## config.mk

```make
export PLATFORM = sky130hd
export DESIGN_NAME = rfg_top
export DESIGN_NICKNAME = d
export VERILOG_FILES = /design/src/hdl/rfg_pkg.sv /design/src/hdl/rfg_clk_switch.sv /design/src/hdl/rfg_top.sv
export VERILOG_INCLUDE_DIRS = /design/src /design/src/hdl
export SDC_FILE = /design/constraint.sdc
export NUM_CORES = 1
export LEC_CHECK = 0
export BUFFER_PORTS_ARGS = -buffer_cell sky130_fd_sc_hd__buf_2
export CORE_MARGIN = 2
export CORE_UTILIZATION = 48
export DETAILED_ROUTE_END_ITERATION = 8
export PLACE_DENSITY = 0.76
export SLEW_MARGIN = 40
export SYNTH_ARGS = -nofsm -noshare
export SYNTH_HDL_FRONTEND = slang
export SYNTH_HIERARCHICAL = 1
export SYNTH_SLANG_ARGS = --single-unit
```

## constraint.sdc

```tcl
create_clock -name clk -period 2.42 [get_ports clk]
set_input_delay 0.484 -clock clk [delete_from_list [all_inputs] [get_ports clk]]
set_output_delay 0.484 -clock clk [all_outputs]
set_load 0.01 [all_outputs]
```

## src/hdl/rfg_defs.svh

```systemverilog
// constants for the reset, flash guard and clock select block
// assumes an 8-bit special-function-register bus and a 25 MHz clock
`ifndef RFG_DEFS_SVH
`define RFG_DEFS_SVH

////////////////////////////////////////////////////////////////////////////////
`define RFG_ADDR_CLKSRC 8'ha9
`define RFG_ADDR_RESET_SOURCE_REGISTER 8'hef
`define RFG_ADDR_PROGRAM_STORE_CONTROL 8'h8f

////////////////////////////////////////////////////////////////////////////////
`define RFG_CLKSRC_SEL_BIT 0
`define RFG_RESET_SOURCE_REGISTER_PIN_BIT 0
`define RFG_RESET_SOURCE_REGISTER_SMON_BIT 1
`define RFG_PROGRAM_STORE_CONTROL_WE_BIT 0
`define RFG_PROGRAM_STORE_CONTROL_EE_BIT 1

////////////////////////////////////////////////////////////////////////////////
`define RFG_CLKSRC_RESET 8'h00
`define RFG_CLKSRC_SEL_RESET 1'b0
`define RFG_RESET_SOURCE_REGISTER_RESET 8'h00
`define RFG_PROGRAM_STORE_CONTROL_RESET 8'h00

////////////////////////////////////////////////////////////////////////////////
`define RFG_CLK_NS 40
`define RFG_GAP_NS 80
`define RFG_GAP_CYC ((`RFG_GAP_NS + `RFG_CLK_NS - 1) / `RFG_CLK_NS)

`endif

```

## src/hdl/rfg_pkg.sv

```systemverilog
// types shared by the reset, flash guard and clock select block
// assumes nothing beyond the constants header
package rfg_pkg;

    typedef enum logic [1:0] {
        RFG_SW_INT = 2'b00,
        RFG_SW_OFF = 2'b01,
        RFG_SW_EXT = 2'b10
    } rfg_sw_state_t;

    typedef logic [7:0] rfg_byte_t;

endpackage : rfg_pkg

```

## src/hdl/rfg_clk_switch.sv

```systemverilog
// break-before-make control of the system clock source gates on a select change; sys_rst goes straight to internal with no gap
// assumes the gates are sampled by a glitch-free cell on the clock edge
`timescale 1ns/10ps
`include "rfg_defs.svh"

module rfg_clk_switch
    import rfg_pkg::*;
#(
    parameter int GAP_CYC = `RFG_GAP_CYC
) (
    // clock and reset
    input wire logic clk,
    input wire logic rst,
    input wire logic sys_rst,
    // request
    input wire logic sel_ext,
    // gates
    output logic int_en,
    output logic ext_en
);

    rfg_sw_state_t state_q, state_d;
    logic [7:0] gap_q, gap_d;
    logic int_en_d, ext_en_d;

    ////////////////////////////////////////////////////////////////////////////
    // both gates off for a gap
    always_comb begin
        state_d = state_q;
        gap_d = gap_q;
        case (state_q)
            RFG_SW_INT: begin
                if (sel_ext) begin
                    state_d = RFG_SW_OFF;
                    gap_d = 8'h00;
                end
            end
            RFG_SW_EXT: begin
                if (!sel_ext) begin
                    state_d = RFG_SW_OFF;
                    gap_d = 8'h00;
                end
            end
            RFG_SW_OFF: begin
                // new source only after the old one is fully stopped
                if (gap_q >= 8'(GAP_CYC - 1)) begin
                    state_d = sel_ext ? RFG_SW_EXT : RFG_SW_INT;
                end else begin
                    gap_d = gap_q + 8'h01;
                end
            end
            default: begin
                state_d = RFG_SW_INT;
            end
        endcase
        if (sys_rst) begin
            state_d = RFG_SW_INT;
            gap_d = 8'h00;
        end
        int_en_d = (state_d == RFG_SW_INT);
        ext_en_d = (state_d == RFG_SW_EXT);
    end

    always_ff @(posedge clk or posedge rst) begin
        if (rst) begin
            state_q <= RFG_SW_INT;
            gap_q <= 8'h00;
            int_en <= 1'b1;
            ext_en <= 1'b0;
        end else begin
            state_q <= state_d;
            gap_q <= gap_d;
            int_en <= int_en_d;
            ext_en <= ext_en_d;
        end
    end

endmodule : rfg_clk_switch

```

## src/hdl/rfg_top.sv

```systemverilog
// reset pin handling, reset-source flags, flash write guard, interrupt
// deferral and system clock source selection
// assumes a synchronous sfr bus and a reset pin already in the clk domain
`timescale 1ns/10ps
`include "rfg_defs.svh"

module rfg_top
    import rfg_pkg::*;
#(
    parameter int IRQ_N = 8,
    parameter int DIV_W = 2
) (
    // clock and reset
    input wire logic clk,
    input wire logic rst,
    // external reset pin
    input wire logic rst_pin_n,
    // sfr bus
    input wire logic [7:0] sfr_addr,
    input wire logic sfr_wr,
    input wire logic sfr_rd,
    input wire logic [7:0] sfr_wdata,
    output logic [7:0] sfr_rdata_q,
    // system reset
    output logic sys_reset_q,
    // supply monitor
    output logic supply_monitor_reset_select_q,
    // flash guard
    input wire logic flash_busy,
    output logic flash_write_permit_q,
    output logic flash_erase_permit_q,
    // interrupts
    input wire logic int_global_en,
    input wire logic [IRQ_N-1:0] irq_req,
    input wire logic [IRQ_N-1:0] irq_ack,
    output logic [IRQ_N-1:0] irq_pending_q,
    output logic [IRQ_N-1:0] irq_service_q,
    // clock source
    input wire logic [DIV_W-1:0] internal_divider_field,
    output logic [DIV_W-1:0] system_clock_div_q,
    output logic int_osc_gate_q,
    output logic ext_osc_gate_q
);

    ////////////////////////////////////////////////////////////////////////////
    // register state
    logic clock_source_bit_q, clock_source_bit_d;
    logic smon_sel_d;
    logic pin_reset_flag_q, pin_reset_flag_d;
    logic prog_we_q, prog_we_d;
    logic prog_ee_q, prog_ee_d;
    logic sys_reset_d;
    logic pin_low_q, pin_low_d;
    logic [7:0] rdata_d;
    logic [IRQ_N-1:0] pend_d, serv_d;
    logic [DIV_W-1:0] div_d;
    logic wr_ok;

    function automatic logic [IRQ_N-1:0] rfg_first(input logic [IRQ_N-1:0] v);
        logic [IRQ_N-1:0] r;
        r = '0;
        for (int i = IRQ_N - 1; i >= 0; i--) begin
            if (v[i]) begin
                r = '0;
                r[i] = 1'b1;
            end
        end
        return r;
    endfunction : rfg_first

    ////////////////////////////////////////////////////////////////////////////
    // reset group
    always_comb begin
        sys_reset_d = !rst_pin_n;
        pin_low_d = !rst_pin_n;
        pin_reset_flag_d = pin_reset_flag_q;
        // set on leaving pin reset
        // tracks the pin itself so power-on reset leaves the flag clear
        if (pin_low_q && rst_pin_n) begin
            pin_reset_flag_d = 1'b1;
        end
    end

    always_ff @(posedge clk or posedge rst) begin
        if (rst) begin
            sys_reset_q <= 1'b1;
            pin_low_q <= 1'b0;
            pin_reset_flag_q <= 1'b0;
        end else begin
            sys_reset_q <= sys_reset_d;
            pin_low_q <= pin_low_d;
            pin_reset_flag_q <= pin_reset_flag_d;
        end
    end

    ////////////////////////////////////////////////////////////////////////////
    // register group
    always_comb begin
        wr_ok = sfr_wr && rst_pin_n;
        clock_source_bit_d = clock_source_bit_q;
        smon_sel_d = supply_monitor_reset_select_q;
        prog_we_d = prog_we_q;
        prog_ee_d = prog_ee_q;
        if (wr_ok) begin
            case (sfr_addr)
                `RFG_ADDR_CLKSRC: begin
                    clock_source_bit_d = sfr_wdata[`RFG_CLKSRC_SEL_BIT];
                end
                `RFG_ADDR_RESET_SOURCE_REGISTER: begin
                    // only the smon bit is written, pin flag read only
                    smon_sel_d = sfr_wdata[`RFG_RESET_SOURCE_REGISTER_SMON_BIT];
                end
                `RFG_ADDR_PROGRAM_STORE_CONTROL: begin
                    prog_we_d = sfr_wdata[`RFG_PROGRAM_STORE_CONTROL_WE_BIT];
                    prog_ee_d = sfr_wdata[`RFG_PROGRAM_STORE_CONTROL_EE_BIT];
                end
                default: begin
                end
            endcase
        end
        // reset state clears the select, smon and program store bits, not the pin flag or read data
        if (!rst_pin_n) begin
            clock_source_bit_d = 1'b0;
            smon_sel_d = 1'b0;
            prog_we_d = 1'b0;
            prog_ee_d = 1'b0;
        end
        rdata_d = sfr_rdata_q;
        if (sfr_rd) begin
            case (sfr_addr)
                `RFG_ADDR_CLKSRC: rdata_d = {7'h00, clock_source_bit_q};
                `RFG_ADDR_RESET_SOURCE_REGISTER: rdata_d = {6'h00, supply_monitor_reset_select_q,
                    pin_reset_flag_q};
                `RFG_ADDR_PROGRAM_STORE_CONTROL: rdata_d = {6'h00, prog_ee_q, prog_we_q};
                default: rdata_d = 8'h00;
            endcase
        end
    end

    ////////////////////////////////////////////////////////////////////////////
    always_comb begin
        // new requests win over ack, service waits
        pend_d = (irq_pending_q & ~irq_ack) | irq_req;
        serv_d = '0;
        if (int_global_en && !flash_busy) begin
            serv_d = rfg_first(irq_pending_q & ~irq_ack);
        end
        if (!rst_pin_n) begin
            pend_d = '0;
            serv_d = '0;
        end
    end

    always_ff @(posedge clk or posedge rst) begin
        if (rst) begin
            irq_pending_q <= '0;
            irq_service_q <= '0;
        end else begin
            irq_pending_q <= pend_d;
            irq_service_q <= serv_d;
        end
    end

    always_ff @(posedge clk or posedge rst) begin
        if (rst) begin
            clock_source_bit_q <= `RFG_CLKSRC_SEL_RESET;
            supply_monitor_reset_select_q <= 1'b0;
            prog_we_q <= 1'b0;
            prog_ee_q <= 1'b0;
            sfr_rdata_q <= 8'h00;
            flash_write_permit_q <= 1'b0;
            flash_erase_permit_q <= 1'b0;
        end else begin
            clock_source_bit_q <= clock_source_bit_d;
            supply_monitor_reset_select_q <= smon_sel_d;
            prog_we_q <= prog_we_d;
            prog_ee_q <= prog_ee_d;
            sfr_rdata_q <= rdata_d;
            // write alone or write plus erase
            flash_write_permit_q <= prog_we_d && !prog_ee_d;
            flash_erase_permit_q <= prog_we_d && prog_ee_d;
        end
    end

    ////////////////////////////////////////////////////////////////////////////
    always_comb begin
        // divider applies only to internal source
        div_d = clock_source_bit_q ? '0 : internal_divider_field;
    end

    always_ff @(posedge clk or posedge rst) begin
        if (rst) begin
            system_clock_div_q <= '0;
        end else begin
            system_clock_div_q <= div_d;
        end
    end

    ////////////////////////////////////////////////////////////////////////////
    // select bit drives the source switch
    rfg_clk_switch #(
        .GAP_CYC(`RFG_GAP_CYC)
    ) rfg_clk_switch_i (
        .clk(clk),
        .rst(rst),
        .sys_rst(!rst_pin_n),
        .sel_ext(clock_source_bit_q),
        .int_en(int_osc_gate_q),
        .ext_en(ext_osc_gate_q)
    );

endmodule : rfg_top

```

Word level (Yosys, flattened, before mapping)
Index checks and enable logic that the tools add are counted.

Register bits: 47. Bits in latches: 0. Bits in writable memories: 0. Memory bits (read-only): 0. Input bits: 41. Output and inout port bits: 32. Word-level logic and storage cells: 84. Memories kept: 0.

Add/sub/neg operators: 1. $mul: 0. Divide/modulo/power cells: 0. $lt $le $gt $ge: 1. Eq/ne operators: 13. Shift-type cells: 0. Multiplexer cells: 36. Bitwise gates (word level): 3. Reductions and logical operators: 13.

Operators by type and width (count): two-way mux 8 bit (15); equality test 8 bit (second input constant) (3); one-hot mux 8 bit (3 select lines) (1); two-way mux 1 bit (12); two-way mux 2 bit (6); one-hot mux 2 bit (3 select lines) (2); inequality test 3 bit (second input constant) (3); adder 8 x 1 -> 8 bit (second input constant) (1); bitwise AND 8 bit (1); >= comparator 8 x 1 -> 1 bit (second input constant) (1); inverter 8 bit (1); OR 8 bit (1); inequality test 2 x 1 -> 1 bit (second input constant) (3); logical AND 1 bit (5); equality test 2 bit (second input constant) (2); zero test 2 bit (2); inequality test 4 x 1 -> 1 bit (second input constant) (1); AND reduction 2 bit (2); AND reduction 4 bit (1); zero test 1 bit (3); equality test 2 x 1 -> 1 bit (second input constant) (1).

Longest topological paths before layout
Gate-level depths: netlist (run 1).

Depth after elaboration: 12. Depth in mapped cells: 5. Depth with buffers taken out: 5.

Cells and area by module
Netlist (run 1), hierarchy kept.

Modules (own cells, without submodules): rfg_top (instances 1, cells an instance 118, area an instance 1262.5 um^2, sequential area each 726.9 um^2); rfg_clk_switch (instances 1, cells an instance 49, area an instance 585.6 um^2, sequential area each 301.5 um^2).

Worst setup path after synthesis (run 1)
Ideal clock, no wire load.

Path type: register to register. Start point: reg rfg_clk_switch_i.gap_q[0]. End point: reg rfg_clk_switch_i.gap_q[0]. Setup time: 0.125 ns. Arrival time: 1.836 ns. Data required time: 2.295 ns. Setup slack: 0.459 ns. Cell stages (with the launch flop): 5. Path buffers: 0. Period minus slack after synthesis: 1.961 ns. Cells stage by stage: dfrtp_1 > ha_1 > or4b_4 > nor4_4 > mux2_4.

Cells in the longest elaborated chain, start to end: 4. Elaborated cells between the ends (all ways): 7. Those cells by class: add/sub: 1; order compare: 1; eq/ne: 1; mux: 3; reduce/logical: 1.

Ends and longest elaborated chain: start: declaration (RTL line rfg_clk_switch.sv:23) `logic [7:0] gap_q, gap_d;`; start signal: assignment (RTL line rfg_clk_switch.sv:72) `gap_q <= gap_d;`; adder 8 x 1 -> 8 bit (RTL line rfg_clk_switch.sv:49) `gap_d = gap_q + 8'h01;`; two-way mux 8 bit (RTL line rfg_clk_switch.sv:46) `if (gap_q >= 8'(GAP_CYC - 1)) begin`; one-hot mux 8 bit (3 select lines) (RTL line rfg_clk_switch.sv:31) `case (state_q)`; two-way mux 8 bit (RTL line rfg_clk_switch.sv:56) `if (sys_rst) begin`.

Several ways; a longest one is shown, not always the timed one. The select of a mux whose other input is x is not followed. A chain may end at the register's enable or synchronous reset.

Worst setup path after layout (run 1)
Start point: reg rfg_clk_switch_i.gap_q[0]. End point: reg rfg_clk_switch_i.gap_q[1].

The elaborated chain is that of the path after synthesis.

==> results.cfg, run 1 <==
[yosys]
synth_edf_count = 0
yosys_most_used_dff = dfrtp_1
synth_common_cells = 39 x dfrtp_1, 19 x nor2_1, 11 x inv_1
synth_top_area_share_pct = 52.81
ys_seq_elements = 41
synth_area_um2 = 1848
synthDistinctLibCells = 49
synthSimpleGateAreaFrac_pct = 23.29
synth.area.top_cells = dfrtp_1 53%, nor2_1 3.9%, dfstp_2 2.8%
synth_most_common_cell = dfrtp_1
synthAdderAreaFrac_pct = 2.031
avgSynthCellArea_um2 = 11.07
synthCells = 167
yosys_warnings = 6
synth_top_area_cell = dfrtp_1
muxShareOfSynthArea_pct = 3.521
async_reset_ff_share_pct = 100.0
synth_top_family_by_area = simple AND/OR/NAND/NOR gates
ys_seq_area_share_pct = 55.65
synth_xor_area_share_pct = 0.9479
synth-compound-area-share_pct = 8.802

[placement]
dp_hpwl_um = 2697
io_buffers = 60
dp.cells = 275
place.gp.congestion = 0.7805

[floorplanning]
die-height_um = 66.05
io_pins = 73
row_count = 22
core-area_um2 = 3689
start_util_pct = 50.10
die_w_um = 66.05
die_area_um2 = 4363

[pwr]
power_density_nw_per_um2 = 595.5
vdd_ir_drop_max_uv = 263.5
leakagePower_nw = 1.228

[drt]
wl_per_cell_um = 12.48
drt_wl_total_um = 3533
dr.pass1.iters = 4
routed_via_density = 4.820
drtIter0Drc = 55
antenna_left = 0
drc = 0
vias = 1364

[global_routing]
track_usage_pct = 17.03
antenna_found_initial = 0
grt_pass1_vias = 1301
grt_max_degree = 21
grt_overflow = 0
grt_pass1_wl_um = 5575

[cells_and_area]
syn_to_final_growth_pct = 25.32
final_cells = 283
final_nets = 278
diodes = 0
nFillCells = 314
layout-drive-gt1-share_pct = 34.47

[cts]
cts_resized = 0
cts_tree = done
ctsHoldBuffers = 0
numCtsBuffers = 5
cts_root_buf = clkbuf_8
ctsHtreeMaxLevel = 2
cts_setup_buffers = 0
clkSinkCount = 41
clock_path_buffers = 2
path_clk_slew_ns = 0.07
clock_latency_ns = 0.28

[sta]
finClkSkew_ns = 0.003799
rsz0062_at_grt = false
finalHoldViolCount = 0
finalCriticalPeriod_ns = 1.991
final.period_utilization_pct = 82.26
max_freq_mhz = 502.3
final.setup.tns_ns = 0
tightest_slew_ns = 0.6922
relSlewSlack_pct = 53.57
setup_viol = 0
slew_viol_final = 0

[setup_path]
crit_path_start_kind = flip-flop
r2r-start = rfg_clk_switch_i/gap_q[0]
rrSetupSlack_ns = 0.43
crit_arrival_ns = 2.20
crit_path_max_fanout = 5
crit_type = reg2reg
critPathTopFamily = simple AND/OR/NAND/NOR gates
reg2regPathDepth = 5
r2r-end = rfg_clk_switch_i/gap_q[1]
crit_chain = ha_1, or4b_4, nor4_4, buf_4, mux2i_1
critical-path-max-stage-delay_ns = 0.56
endpoint_kind = flip-flop
cp.buffers_inverters = 1
critPathSlowestCell = or4b_4
cp.required_ns = 2.63

[run]
drv_cap = 0

[worst_hold_path]
min_path_type = in2async

[outcome]
status = finished, final reports clean
==> worst reg2reg max path: stages (launching register included) <==
cell	delay, ns
dfrtp_1	0.43
ha_1	0.21
or4b_4	0.56
nor4_4	0.33
buf_4	0.21
mux2i_1	0.18
==> power by group <==
part / internal, mW / switching (mW)
Clock: 0.336 / 0.216
Sequential: 0.699 / 0.00531
Combinational: 0.0529 / 0.0694
Total: 1.09 / 0.291
==> how the worst max path moves through the flow <==
stage	from	cells after the start	endpoint
6_report	rfg_clk_switch_i/gap_q[0]	5	rfg_clk_switch_i/gap_q[1]
5_1_grt	rfg_clk_switch_i/gap_q[0]	5	rfg_clk_switch_i/gap_q[1]
2_1_floorplan	rfg_clk_switch_i/gap_q[0]	4	rfg_clk_switch_i/gap_q[0]
4_1_cts	rfg_clk_switch_i/gap_q[0]	5	rfg_clk_switch_i/gap_q[1]
3_3_place_gp	rfg_clk_switch_i/gap_q[0]	5	rfg_clk_switch_i/gap_q[1]
3_5_place_dp	rfg_clk_switch_i/gap_q[0]	5	rfg_clk_switch_i/gap_q[1]
==> per-layer routing <==
| layer | share of wire (%) | GRT usage (%) | vias to the layer above |
|---|---|---|---|
| li1 | - | - | 684 |
| met1 | 44 | 19.24 | 632 |
| met2 | 49 | 30.93 | 43 |
| met3 | 5.9 | 3.237 | 5 |
| met4 | 1.4 | 7.653 | 0 |
| met5 | 0 | 0 | - |
==> state kept, by name, indices dropped and copies added, names as in the netlist <==
name	flops
pin_low_q	1
rfg_clk_switch_i/gap_q	8
flash_erase_permit_q	1
pin_reset_flag_q	1
rfg_clk_switch_i/ext_en	1
rfg_clk_switch_i/state_q	2
irq_service_q	8
sfr_rdata_q	2
rfg_clk_switch_i/int_en	1
flash_write_permit_q	1
clock_source_bit_q	1
system_clock_div_q	2
prog_we_q	1
prog_ee_q	1
sys_reset_q	1
supply_monitor_reset_select_q	1
irq_pending_q	8
==> logic make-up (layout without fill, tap and decap cells) <==
group                    count (synthesis)  after routing
adder cells (fa/ha/maj)                  3              3
buffers and inverters                   21             84
multiplexers                             6              6
other                                    1              6
AND/OR/NAND/NOR                         70             70
flip-flops                              41             41
XOR/XNOR                                 2              2
AO/OA/AOI/OAI                           23             23
==> final cells by class <==
class                   instances  area [um2]  area share (%)
repair buffers                 64       330.3           14.26
clock inverters                 1       30.03           1.297
inverters                      12       45.04           1.945
flip-flops and latches         41        1028           44.41
well taps                      48       60.06           2.593
clock buffers                   7       86.33           3.728
multi-input cells             110       735.7           31.77
==> through the flow <==
step / util [%] / power [mW] / setup WS, ns / hold WS [ns] / area, um2
global placement: 59.63 / 0.8384 / 0.4926 / 0.4405 / 2200
global route: 62.79 / 1.438 / 0.3247 / 0.2613 / 2316
floorplan: - / 0.7887 / 0.4594 / 0.3480 / 1867
finish: 62.79 / 1.379 / 0.4293 / 0.2129 / 2316
CTS: 62.79 / 1.396 / 0.4070 / 0.2104 / 2316
detailed placement: 59.63 / 0.8415 / 0.4425 / 0.4516 / 2200
==> layout by cell type, fill, tap and decap left out, drive strengths merged, types with 2 or more instances in the layout <==
master  netlist  layout
nand3b        2       2
a21o          3       3
mux2i         5       5
inv          12      11
conb          1       6
or3b          2       2
dfrtp        39      39
o21ai         2       2
nand2b        6       6
nand4         2       2
nor3b         4       4
clkbuf        1       7
a211oi        4       4
nor2         19      19
a21oi         6       6
nand2         5       5
ha            3       3
buf           8      64
nor3          4       4
and2          6       6
nand3         3       3
dfstp         2       2
nor2b         9       9
Note: power is estimated with default switching activity, not from simulation.
==> inputs of run 2 (changes only) <==
Settings changed: CORE_UTILIZATION 48 to 43, PLACE_DENSITY 0.76 to 0.72.
Clock period 2.42 ns to 1.6 ns, I/O delays scaled along.
==> run 2 against run 1 <==
Effect of this change:
- the flow now finishes with violations (negative setup slack)
- clock power grew 56%
- cell area up 6.0%
- first-iteration DRC count down 29%
- sequential share of layout area shrank 2.5 points
- sequential power is 52% higher
- cell count rose by 5.3%
- global-route usage decreased by 1.4 points
- sequential cell count unchanged
- power increased by 54%
- clock-buffer cell count is 1 lower
- critical path depth up 1
- combinational power up 58%
- critical path type unchanged
- largest cell class unchanged
==> results.cfg, run 2 (synthesis results as in run 1) <==
[outcome]
status = finished, violations left
violations = negative setup slack

[setup_path]
crit_path_start_kind = flip-flop
critical-path-max-stage-delay_ns = 0.51
crit_chain = ha_2, or4b_4, nor4_4, buf_4, buf_12, nor3b_2
rrSetupSlack_ns = -0.14
crit_path_max_fanout = 4
endpoint_kind = flip-flop
crit_type = reg2reg
critPathTopFamily = simple AND/OR/NAND/NOR gates
cp.required_ns = 1.79
r2r-start = rfg_clk_switch_i/gap_q[0]
crit_arrival_ns = 1.93
reg2regPathDepth = 6
r2r-end = rfg_clk_switch_i/gap_q[7]
critPathSlowestCell = or4b_4
cp.buffers_inverters = 2

[floorplanning]
die_w_um = 69.56
start_util_pct = 45.54
die-height_um = 69.56
io_pins = 73
die_area_um2 = 4838
row_count = 23
core-area_um2 = 4058

[pwr]
intPower_mw = 1.649
leakagePower_nw = 1.301
vdd_ir_drop_max_uv = 556.2
switching_share_pct = 22.29
switchingPower_uw = 473.1
clkPwrFrac_pct = 40.7
pwr-share-seq_pct = 50.2
p_comb_share_pct = 9.1
power_density_nw_per_um2 = 864.5

[sta]
slew_viol_final = 0
final.setup.tns_ns = -0.8863
finalHoldViolCount = 0
final.period_utilization_pct = 109.1
fin_ws_ns = -0.1450
setup_viol = 7
max_freq_mhz = 573.1
finalCriticalPeriod_ns = 1.745
rsz0062_at_grt = true
finClkSkew_ns = 0.006563

[placement]
place.gp.congestion = 0.8298
io_buffers = 60
dp_hpwl_um = 2667

[drt]
routed_via_density = 4.832
drt_wl_total_um = 3685
drc = 0
drtIter0Drc = 39
wl_per_cell_um = 12.37
antenna_left = 0
dr.pass1.iters = 5
vias = 1440

[cts]
path_clk_slew_ns = 0.08
cts_tree = done
ctsHoldBuffers = 0
clock_latency_ns = 0.29
numCtsBuffers = 5
clock_path_buffers = 2
ctsHtreeMaxLevel = 2
clkSinkCount = 41
cts_root_buf = clkbuf_8

[cells_and_area]
layout_commonest_cell = buf_2
syn_to_final_growth_pct = 32.84
diodes = 0
layout-drive-gt1-share_pct = 41.13
final_core_util_pct = 60.50
final_nets = 291
reg.largest.list = irq_pending_q (8), irq_service_q (8), rfg_clk_switch_i/gap_q (8)
final_cell_mix = 60 x buf_2, 39 x dfrtp_1, 19 x nor2_1

[global_routing]
grt_pass1_wl_um = 6044
grt_util_met3_pct = 4.651
met2_usage_pct = 24.04
met1_usage_pct = 20.42
grt_max_degree = 30
track_usage_pct = 15.60
gr-max-usage-layer = met2
grt_pass1_vias = 1359
antenna_found_initial = 0
grt_overflow = 0

[run]
drv_cap = 0

[worst_hold_path]
min_path_type = in2async
[run 2: layer usage]
layer  part of all wire, %  vias to the layer above
li1                      -                      715
met1                    44                      664
met2                    47                       51
met3                   7.4                       10
met4                   1.8                        0
met5                     0                        -
[run 2: cell type report]
| type | instances | area [um2] |
|---|---|---|
| clock inverters | 2 | 37.54 |
| repair buffers | 77 | 440.4 |
| inverters | 12 | 45.04 |
| well taps | 50 | 62.56 |
| clock buffers | 6 | 82.58 |
| fillers | 361 | 1603 |
| flip-flops and latches | 41 | 1028 |
| multi-input cells | 110 | 758.2 |
[run 2: worst max path at each step]
stage / start / endpoint / cells after the start
after global placement: rfg_clk_switch_i/gap_q[0] / rfg_clk_switch_i/gap_q[1] / 6
after CTS: rfg_clk_switch_i/gap_q[0] / rfg_clk_switch_i/gap_q[1] / 5
after floorplan: rfg_clk_switch_i/gap_q[0] / rfg_clk_switch_i/gap_q[0] / 5
after global routing: rfg_clk_switch_i/gap_q[1] / rfg_clk_switch_i/gap_q[1] / 6
final: rfg_clk_switch_i/gap_q[0] / rfg_clk_switch_i/gap_q[7] / 6
after detailed placement: rfg_clk_switch_i/gap_q[0] / rfg_clk_switch_i/gap_q[1] / 6
[run 2: stage by stage]
| step | power, mW | hold slack, ns | setup WS, ns | std cells | instance area [um2] |
|---|---|---|---|---|---|
| detailed placement | 1.280 | 0.3633 | -0.1434 | 286 | 2272 |
| global route | 2.207 | 0.07194 | -0.2371 | 298 | 2455 |
| CTS | 2.150 | 0.04177 | -0.1431 | 295 | 2400 |
| global placement | 1.276 | 0.3519 | -0.1059 | 286 | 2272 |
| floorplan | 1.193 | 0.1840 | -0.2157 | 172 | 1869 |
| finish | 2.122 | 0.02898 | -0.1450 | 298 | 2455 |
[run 2: repair_timing]
action,CTS,global route
endpoints found under the setup margin,7,11
setup buffers,1,3
gates resized for setup,2,4
pin swaps,1,4
[run 2: power by group through the flow]
stage                     sequential [mW]  combinational, mW  clock [mW]
final                                1.07              0.193       0.863
after global routing                 1.07              0.214       0.924
after CTS                            1.07              0.195       0.889
after detailed placement             1.09              0.193           0
after global placement               1.09              0.190           0
after floorplan                      1.10             0.0963           0
